$ cat src/hw/rtcsr_pkg.sv
// constants and types for the counter control and soft-reset block
`default_nettype none
package rtcsr_pkg;
  localparam logic [11:0] rtcsr_ctrl_off = 12'h000;
  localparam logic [11:0] rtcsr_dbg_off = 12'h004;
  localparam logic [11:0] rtcsr_stat_off = 12'h008;
  localparam logic [11:0] rtcsr_cnt_off = 12'h00C;
  localparam logic [15:0] rtcsr_ctrl_rst = 16'h0000;
  localparam int rtcsr_soft_reset_trigger_bit = 0;
  localparam int rtcsr_en_bit = 1;
  localparam int rtcsr_mode_lo = 2;
  localparam int rtcsr_mode_hi = 3;
  localparam int rtcsr_div_lo = 8;
  localparam int rtcsr_div_hi = 11;
  localparam logic [3:0] rtcsr_div_max = 4'h6;
  localparam logic [2:0] rtcsr_sync_cycles = 3'h3;
  localparam int rtcsr_src_ns = 10;
  localparam int rtcsr_src_per = rtcsr_src_ns / 10;
  typedef enum logic [2:0] {
    rtcsr_idle = 3'b001,
    rtcsr_busy = 3'b010,
    rtcsr_rst = 3'b100
  } rtcsr_state_e;
endpackage : rtcsr_pkg
`default_nettype wire

$ cat src/hw/rtcsr_prescale.sv
// prescaler producing the counter tick from the source clock
`default_nettype none
module rtcsr_prescale (
  input wire logic core_clk,
  input wire logic srst,
  input wire logic clr,
  input wire logic [3:0] div_sel,
  output logic tick
);
  import rtcsr_pkg::*;
  logic [5:0] pre_cnt; // free prescale counter
  logic [6:0] span;    // 2^sel_lim, the clamped div_sel
  logic [3:0] sel_lim; // out-of-range codes clamp to /64
  assign sel_lim = (div_sel > rtcsr_div_max) ? rtcsr_div_max : div_sel;
  assign span = 7'h01 << sel_lim;
  always_ff @(posedge core_clk) begin
    if (srst || clr) begin
      pre_cnt <= 6'h00;
      tick <= 1'b0;
    end else begin
      tick <= (7'({1'b0, pre_cnt}) + 7'h01 >= span);
      pre_cnt <= (7'({1'b0, pre_cnt}) + 7'h01 >= span) ? 6'h00 : pre_cnt + 6'h01;
    end
  end
  chk_tick_div1: assert property (@(posedge core_clk) disable iff (srst)
    !clr && div_sel == 4'h0 |=> tick) else $error("divide by one missed a tick");
endmodule : rtcsr_prescale
`default_nettype wire

$ cat src/hw/rtcsr_top.sv
// control register, soft reset and counter core behind apb
`default_nettype none
module rtcsr_top (
  input wire logic core_clk,
  input wire logic srst,
  input wire logic psel,
  input wire logic penable,
  input wire logic pwrite,
  input wire logic [11:0] paddr,
  input wire logic [31:0] pwdata,
  output logic [31:0] prdata,
  output logic pready,
  output logic pslverr,
  input wire logic wr_protect,
  output logic cnt_enabled,
  output logic [1:0] cnt_mode,
  output logic [31:0] cnt_value
);
  import rtcsr_pkg::*;
  // layout of this block, top to bottom:
  // bus decode and read mux, registered apb answer,
  // soft reset sequencer, written control fields,
  // debug register, counter-side copies, counter and prescaler,
  // and last the checks, none of which covers the debug register or the counter
  rtcsr_state_e state; // soft reset sequence state
  logic [2:0] sync_cnt; // sync delay counter
  logic [3:0] div_f;    // divider field, unsynchronized
  logic [1:0] mode_p;   // mode, written side
  logic en_p;           // enable, written side
  logic [7:0] dbg_reg;  // debug control, survives soft reset
  logic sync_pend;      // write sync pending flag
  logic tick;           // counter tick
  // bus decode
  // writes count only in the access phase; the registered answer
  // below then qualifies every register update with pready, so a
  // write lands exactly once, on the edge at which pready stands high
  // a write under wr_protect never reaches any register
  wire access = psel && penable;
  wire wr = access && pwrite && !wr_protect;
  wire wr_ctrl = wr && paddr == rtcsr_ctrl_off;
  wire wr_dbg = wr && paddr == rtcsr_dbg_off;
  wire hit = paddr == rtcsr_ctrl_off || paddr == rtcsr_dbg_off
    || paddr == rtcsr_stat_off || paddr == rtcsr_cnt_off;
  // only a one starts the reset
  wire soft_reset_trigger_req = wr_ctrl && pwdata[rtcsr_soft_reset_trigger_bit];
  wire resetting = state != rtcsr_idle;
  wire fld_wr = wr_ctrl && !pwdata[rtcsr_soft_reset_trigger_bit] && !resetting;
  wire prot_ok = fld_wr && !en_p && !cnt_enabled;
  wire [15:0] ctrl_rd = {4'h0, div_f, 4'h0, mode_p, en_p, resetting};
  wire [31:0] rd_mux = paddr == rtcsr_ctrl_off ? {16'h0000, ctrl_rd} :
    paddr == rtcsr_dbg_off ? {24'h00_0000, dbg_reg} :
    paddr == rtcsr_stat_off ? {31'h0000_0000, sync_pend} :
    paddr == rtcsr_cnt_off ? cnt_value : 32'h0000_0000;
  // apb answer registered: one wait state
  // pready is a single-cycle pulse; the !pready term stops a held
  // access phase from being answered twice
  // read data are captured with the answer and then held
  always_ff @(posedge core_clk) begin
    if (srst) begin
      pready <= 1'b0;
      prdata <= 32'h0000_0000;
      pslverr <= 1'b0;
    end else begin
      pready <= access && !pready;
      pslverr <= access && !pready && (!hit || (pwrite && wr_protect));
      prdata <= (access && !pready && !pwrite) ? rd_mux : prdata;
    end
  end
  // the sequencer models the sync delay into the counter domain;
  // the trigger reads back as one from the start edge until the
  // reset step has ended, so software can poll it without a status read
  // reset sequence with sync delay
  always_ff @(posedge core_clk) begin
    if (srst) begin
      state <= rtcsr_idle;
      sync_cnt <= 3'h0;
    end else begin
      case (state)
        rtcsr_idle: if (soft_reset_trigger_req && pready) begin
          state <= rtcsr_busy;
          sync_cnt <= 3'h0;
        end
        rtcsr_busy: begin
          sync_cnt <= sync_cnt + 3'h1;
          if (sync_cnt + 3'h1 >= rtcsr_sync_cycles) state <= rtcsr_rst;
        end
        rtcsr_rst: state <= rtcsr_idle;
        default: state <= rtcsr_idle;
      endcase
    end
  end
  // control fields; cleared in reset step, debug kept
  always_ff @(posedge core_clk) begin
    if (srst || state == rtcsr_rst || (soft_reset_trigger_req && pready)) begin
      mode_p <= rtcsr_ctrl_rst[rtcsr_mode_hi:rtcsr_mode_lo];
      en_p <= rtcsr_ctrl_rst[rtcsr_en_bit];
      div_f <= rtcsr_ctrl_rst[rtcsr_div_hi:rtcsr_div_lo];
    end else if (fld_wr && pready) begin
      en_p <= pwdata[rtcsr_en_bit];
      if (prot_ok) div_f <= pwdata[rtcsr_div_hi:rtcsr_div_lo];
      if (prot_ok) mode_p <= pwdata[rtcsr_mode_hi:rtcsr_mode_lo];
    end
  end
  // the debug register sits outside the soft reset on purpose,
  // so a debugger keeps its setting across a software reset
  // debug register only cleared by hard reset
  always_ff @(posedge core_clk) begin
    if (srst) dbg_reg <= 8'h00;
    else if (wr_dbg && pready) dbg_reg <= pwdata[7:0];
  end
  // counter-side copies lag the written fields by one cycle;
  // they are frozen while a soft reset runs, but div_f reaches the
  // prescaler unsynchronized, so the counter runs on the reset divider until the reset step
  // one-stage sync of enable and mode into counter side
  always_ff @(posedge core_clk) begin
    if (srst || state == rtcsr_rst) begin
      cnt_enabled <= 1'b0;
      cnt_mode <= 2'h0;
      sync_pend <= 1'b0;
    end else begin
      sync_pend <= resetting || (fld_wr && pready);
      if (!resetting) cnt_enabled <= en_p;
      if (!resetting) cnt_mode <= mode_p;
    end
  end
  // limitation: the counter only counts, no compare or period logic
  // lives here; it wraps silently at the top of its range
  // counter advances on the divided tick
  always_ff @(posedge core_clk) begin
    if (srst || state == rtcsr_rst) cnt_value <= 32'h0000_0000;
    else if (cnt_enabled && tick) cnt_value <= cnt_value + 32'h0000_0001;
  end
  // prescaler is cleared in the reset step, so the first tick after
  // a soft reset comes a full divided period later
  rtcsr_prescale u_pre (
    .core_clk(core_clk),
    .srst(srst),
    .clr(state == rtcsr_rst),
    .div_sel(div_f),
    .tick(tick)
  );
  chk_reset_ends: assert property (@(posedge core_clk) disable iff (srst)
    $rose(resetting) |-> ##[1:6] !resetting) else $error("soft reset stuck");
  chk_reset_disables: assert property (@(posedge core_clk) disable iff (srst)
    $fell(resetting) |-> !cnt_enabled && !en_p) else $error("enabled after reset");
  // the answer must be a single pulse, or a held access phase
  // would be taken twice
  // register bus answer
  chk_ready_pulse: assert property (@(posedge core_clk) disable iff (srst)
    pready |=> !pready) else $error("pready stood two cycles");
  // a control write with the trigger at zero starts nothing
  // zero trigger ignored
  chk_zero_ignored: assert property (@(posedge core_clk) disable iff (srst)
    wr_ctrl && pready && !pwdata[rtcsr_soft_reset_trigger_bit] && !resetting |=> !resetting)
    else $error("zero trigger started a reset");
  // a trigger of one starts the sequence and drops enable at once
  // trigger starts reset
  chk_trigger_starts: assert property (@(posedge core_clk) disable iff (srst)
    soft_reset_trigger_req && pready && !resetting |=> resetting && !en_p)
    else $error("trigger did not start reset");
  // fields carried with the trigger must not land
  // trigger takes priority
  chk_fields_dropped: assert property (@(posedge core_clk) disable iff (srst)
    soft_reset_trigger_req && pready |=> div_f == rtcsr_ctrl_rst[rtcsr_div_hi:rtcsr_div_lo]
    && mode_p == rtcsr_ctrl_rst[rtcsr_mode_hi:rtcsr_mode_lo])
    else $error("fields written with trigger");
  // once the trigger reads zero the pending flag is gone too
  // pending cleared at end
  chk_pend_cleared: assert property (@(posedge core_clk) disable iff (srst)
    $fell(resetting) |-> !sync_pend) else $error("pending flag left after reset");
  // readback of the trigger shows the sequencer state at capture
  // trigger readback busy
  chk_busy_readback: assert property (@(posedge core_clk) disable iff (srst)
    access && !pready && !pwrite && paddr == rtcsr_ctrl_off
    |=> prdata[rtcsr_soft_reset_trigger_bit] == $past(resetting))
    else $error("trigger readback wrong");
  // protected fields hold while the counter runs
  // fields locked when enabled
  chk_fields_locked: assert property (@(posedge core_clk) disable iff (srst)
    cnt_enabled && en_p && !(soft_reset_trigger_req && pready) && state != rtcsr_rst
    |=> $stable(div_f) && $stable(mode_p))
    else $error("protected field changed while enabled");
  // a write under protection is answered with an error
  // write protection error
  chk_protect_blocks: assert property (@(posedge core_clk) disable iff (srst)
    access && pwrite && wr_protect && !pready |=> pslverr)
    else $error("protected write not refused");
endmodule : rtcsr_top
`default_nettype wire

$ cat config.mk
export PLATFORM = sky130hd
export DESIGN_NAME = rtcsr_top
export DESIGN_NICKNAME = d
export VERILOG_FILES = /design/src/hw/rtcsr_pkg.sv /design/src/hw/rtcsr_prescale.sv /design/src/hw/rtcsr_top.sv
export SDC_FILE = /design/constraint.sdc
export NUM_CORES = 1
export LEC_CHECK = 0
export ABC_AREA = 1
export ABC_CLOCK_PERIOD_IN_PS = 3950
export BUFFER_PORTS_ARGS = -buffer_cell sky130_fd_sc_hd__buf_2
export CAP_MARGIN = 0
export CORE_AREA = 3 3 132 134
export DETAILED_ROUTE_END_ITERATION = 7
export DIE_AREA = 0 0 135 137
export GPL_TIMING_DRIVEN = 0
export SETUP_SLACK_MARGIN = 0.1
export SLEW_MARGIN = 20
export SYNTH_ARGS = -nofsm -noshare
export SYNTH_HDL_FRONTEND = slang
export SYNTH_SLANG_ARGS = --single-unit
$ cat constraint.sdc
create_clock -name core_clk -period 3.95 [get_ports core_clk]
set_input_delay 1.185 -clock core_clk [delete_from_list [all_inputs] [get_ports core_clk]]
set_output_delay 1.185 -clock core_clk [all_outputs]
set_load 0.005 [all_outputs]
# Word-level counts from Yosys, hierarchy flattened
# Index checks and enable logic that the tools add are counted.
# W data, S select, Z words.
[op_classes] n_addsub=4 n_mul=0 div_mod_pow=0 magnitude_cmp=3 eq_ne=9 shift=1 n_mux=10 bitwise_logic=0 reduce_logical=39
[ops] cell="$mux W32" count=4
[ops] cell="$add A32 B1 Y32 const B" count=1
[ops] cell="$eq A12 B4 Y1 const B" count=2
[ops] cell="$logic_and A1 B1 Y1" count=18
[ops] cell="$eq A12 B3 Y1 const B" count=1
[ops] cell="$logic_not A12 Y1" count=1
[ops] cell="$pmux W3 S2" count=2
[ops] cell="$mux W3" count=3
[ops] cell="$logic_not A1 Y1" count=8
[ops] cell="$add A6 B1 Y7 const B" count=1
[ops] cell="$ge A7 B7 Y1" count=1
[ops] cell="$logic_or A1 B1 Y1" count=7
[ops] cell="$shl A1 B4 Y7 const A" count=1
[ops] cell="$add A6 B1 Y6 const B" count=1
[ops] cell="$reduce_and A2 Y1" count=3
[ops] cell="$gt A4 B3 Y1 const B" count=1
[ops] cell="$mux W4" count=1
[ops] cell="$ne A2 B2 Y1 const B" count=2
[ops] cell="$add A3 B1 Y3 const B" count=1
[ops] cell="$eq A3 B1 Y1 const B" count=1
[ops] cell="$eq A3 B2 Y1 const B" count=1
[ops] cell="$eq A3 B3 Y1 const B" count=1
[ops] cell="$ge A3 B2 Y1 const B" count=1
[ops] cell="$ne A3 B1 Y1 const B" count=1
[ops] cell="other kinds (2)" count=2
[totals] reg_bits=98 latch_bits=0 mem_bits_rw=0 mem_bits_ro=0 out_inout_bits=69 elab_cells=81 n_memories=0

# Logic depth before layout (Yosys ltp)
[depth] word_depth=9 mapped_depth=12 depth_no_buf=12

# Modules after synthesis
# Synthesis repeated with hierarchy kept, for this count alone.
[hier_totals] cells_unflattened=768 area_unflattened_um2=5042.3
[modules_own_cells] mod="rtcsr_top" n_inst=1 cells_per_inst=694 area_each_um2=4525.6
[modules_own_cells] mod="rtcsr_prescale" n_inst=1 cells_per_inst=74 area_each_um2=516.7

# Least setup slack after synthesis
# OpenSTA, ideal clock, no wires.
[synth_path] path_type="input -> register" startpoint="input psel" endpoint="register prdata[12]" setup_time_ns=0.132 arrival_ns=2.062 required_time_ns=3.818 path_slack_ns=1.755 cell_stages=9 cell_sequence="nand2_1 > inv_2 > nand2_1 > nor2_2 > inv_2 > buf_2 > buf_4 > nand2_1 > a21oi_1"
[synth_via] elab_chain_cells=3
[synth_rtl] item="start: declaration" line_no="rtcsr_top.sv:6" text="input wire logic psel,"
[synth_rtl] item="$logic_and A1 B1 Y1" line_no="rtcsr_top.sv:38" text="wire access = psel && penable;"
[synth_rtl] item="$logic_and A1 B1 Y1 (2 in a row)" line_no="rtcsr_top.sv:66" text="prdata <= (access && !pready && !pwrite) ? rd_mux : prdata;"
[synth_rtl] item="end signal: assignment" line_no="rtcsr_top.sv:66"
[synth_rtl] item="end: declaration" line_no="rtcsr_top.sv:11" text="output logic [31:0] prdata,"
# No other way between the ends.
# A chain may end at the register's enable or synchronous reset.

# Worst setup path in the final report
[layout_path] startpoint="register cnt_value[27]" endpoint="output cnt_value[27]"
[layout_lines] item="start: declaration" line_no="rtcsr_top.sv:17" text="output logic [31:0] cnt_value"
[layout_lines] item="start signal: assignment" line_no="rtcsr_top.sv:131" text="else if (cnt_enabled && tick) cnt_value <= cnt_value + 32'h0000_0001;"
# No word-level cell between the ends.

==> reports/metrics.csv <==
metric,value,unit
"flops & latches, synth",98,
Min-Delay Path Class,reg2reg,
clock slew at reported path FFs,0.07,ns
hold path cells,2,
post-CTS sizing,0,
"Seq/Total Area, Yosys",40.0,%
leakage power,2.50,nW
WP data arrival,1.09,ns
Max-Cap Viols,0,
hold slack final,0.447,ns
r2r startpoint,u_pre.pre_cnt[0],
Setup Viol. Count Final,0,
critical path type,reg2out,
crit-path max cell delay,0.55,ns
I/O pins,119,
R2R depth,9,
ANT cells,0,
Switching Fraction,20.8,%
pre-CTS WS,1.36,ns
setup TNS,0,ns
Core ar.,16400,µm²
Avg WL per Cell,13.4,µm
drt total wl,14000,µm
Clock Sinks,98,
Die Y,137,µm
drt pass-1 iters,4,
GPL Wtd Cong,0.848,
crit path capture type,primary output,
drt via density,4.57,
Slew Limit Fails,0,
total grt overflow,0,
H-tree depth,3,
maximum vdd drop,0.000227,V
minimum clock period,2.27,ns
Max Clock Freq,440,MHz
clock power share,49.0,%
antenna violations before repair,0,
largest net degree at the start of global routing,17,
P per Cell Area,348,nW/µm²
all-layer global routing usage,15.1,%
Gate power share,3.4,%
Max Root-Sink Buffers,2,
Hold EP,dbg_reg[0],
Syn Inst Count,712,
Layout Utilization,36.6,%
postcts setup bufs,0,
Die Footprint,18500,µm²
CTS tree,yes,
"Avg Cell Area, Syn",6.88,µm²
r2r setup slk,1.94,ns
Pint,1.65,mW
CTS buffer count,9,
Rel. slew slack,61.0,%
WP data required,2.76,ns
Initial Util,29.9,%
first-pass GRT wire length,22100,µm
routed via count,4772,
Final period util,57.5,%
share of layout cells above drive strength 1,19.4,%
peak fanout along the critical path,8,
clock skew,0.00655,ns
hold path startpoint,dbg_reg[0],
slowest CP cell,dfxtp_1,
Sw Pwr,0.436,mW
RSZ-0062 raised after global routing,false,
Power Total,2.09,mW
"antenna viol nets, final",0,
worst reg2reg endpoint,u_pre.pre_cnt[0],
Unique masters post-synth,37,
latest clock arrival within the worst-skew pair,0.35,ns
hold buffers post-CTS,0,
"Worst Setup Slack, final",1.68,ns
Residual DRC,0,
sequence of cells on the critical path,buf_2,
"Cell Area, Synth",4900,µm²
synth warn,0,
initial drt markers,246,
Worst Path Buf+Inv,1,
critical path launch point type,flip-flop,
Hold Fails Final Rpt,0,
Die W,135,µm
critical path's top delay family,flip-flops,
Port Buf Inserts,97,
CTS root buf,clkbuf_16,
sequential share of power,47.6,%
# rows,47,
final net count,881,
vias in the first global route,4365,
Worst-Margin Slew,0.585,ns
status,"finished, final reports clean",
area delta synth->final,22.7,%
syn nets,773,
hpwl dp,10800,µm
[cells in the mapped netlist, drive strengths merged]
cell type / number / area share, %
nand2: 198 / 15
dfxtp: 98 / 40
nor2: 97 / 8.7
inv: 80 / 6.1
a21oi: 72 / 7.4
nand3: 60 / 6.4
o21ai: 26 / 2.7
nand4: 16 / 2.2
buf: 12 / 2.0
ha: 11 / 2.8
nor3: 8 / 1.4
xor2: 7 / 1.3
clkbuf: 6 / 0.46
or2: 4 / 0.51
xnor2: 4 / 0.71
nand3b: 3 / 0.46
o211ai: 2 / 0.31
a311oi: 1 / 0.18
a31oi: 1 / 0.13
and3: 1 / 0.13
and3b: 1 / 0.18
clkinv: 1 / 0.077
nor3b: 1 / 0.26
nor4: 1 / 0.13
o21a: 1 / 0.15
[cell families after synthesis]
logic type	count (synthesis)	synth area share [%]
adders and majority gates	11	2.81
AOI/OAI and AO/OA	103	10.8
DFF	98	40.0
and+or+nand+nor	390	35.8
xor gates and xnor gates	11	1.97
buffers and inverters	99	8.63
[worst max path at each step]
stage | slack [ns] | cells after the start | endpoint | from
after detailed placement | 1.36 | 5 | u_pre.pre_cnt[3] | srst
after global routing | 1.60 | 8 | dbg_reg[3] | paddr[11]
after floorplan | 1.76 | 9 | prdata[12] | psel
after global placement | 1.39 | 5 | u_pre.pre_cnt[0] | srst
after CTS | 1.66 | 1 | cnt_value[27] | cnt_value[27]
final | 1.68 | 1 | cnt_value[27] | cnt_value[27]
[cells in the final DEF (no fill, tap or decap), drive strengths merged, types with 2 or more instances in the layout]
master / count
a21oi: 72
buf: 109
bufinv: 3
clkbuf: 16
clkinv: 3
dfxtp: 98
ha: 11
inv: 81
nand2: 198
nand3: 60
nand3b: 3
nand4: 16
nor2: 97
nor3: 8
o211ai: 2
o21ai: 26
or2: 4
xnor2: 4
xor2: 7
[power by group through the flow]
| stage | Combinational [mW] | Clock [mW] | Sequential (mW) |
|---|---|---|---|
| final | 0.0719 | 1.02 | 0.994 |
| after CTS | 0.0719 | 1.05 | 0.994 |
| after global placement | 0.0717 | 0 | 1.02 |
| after global routing | 0.0808 | 1.09 | 0.993 |
| after floorplan | 0.0371 | 0 | 1.02 |
| after detailed placement | 0.0718 | 0 | 1.02 |
[final cells by class]
| class | instances | area [µm²] |
|---|---|---|
| clock buffers | 10 | 239 |
| multi-input cells | 515 | 2510 |
| flip-flops and latches | 98 | 1960 |
| repair buffers | 97 | 485 |
| fillers | 1786 | 10400 |
| plain buffers | 18 | 119 |
| inverters | 81 | 304 |
| clock inverters | 6 | 113 |
| well taps | 220 | 275 |
[metal layers]
metal / up-vias / GRT usage, % / share of wire (%)
li1: 2513 / - / -
met2: 119 / 24.0 / 44
met3: 12 / 4.74 / 7.1
met4: 0 / 3.92 / 1.6
met5: - / 0 / 0
met1: 2128 / 20.1 / 47
[worst min-delay path, delay by kind of cell (launching register included)]
family	cells	cell delay [ns]
AOI/OAI and AO/OA	1	0.05
DFF	1	0.31
buffers and inverters	1	0.05
[through the flow]
| step | cell area, µm² | std cells |
|---|---|---|
| final | 6010 | 1045 |
| after global routing | 6010 | 1045 |
| after CTS | 6010 | 1045 |
| after detailed placement | 5660 | 1029 |
| after global placement | 5660 | 1029 |
| after floorplan | 4900 | 712 |
Power figures use the tool's default switching activity.
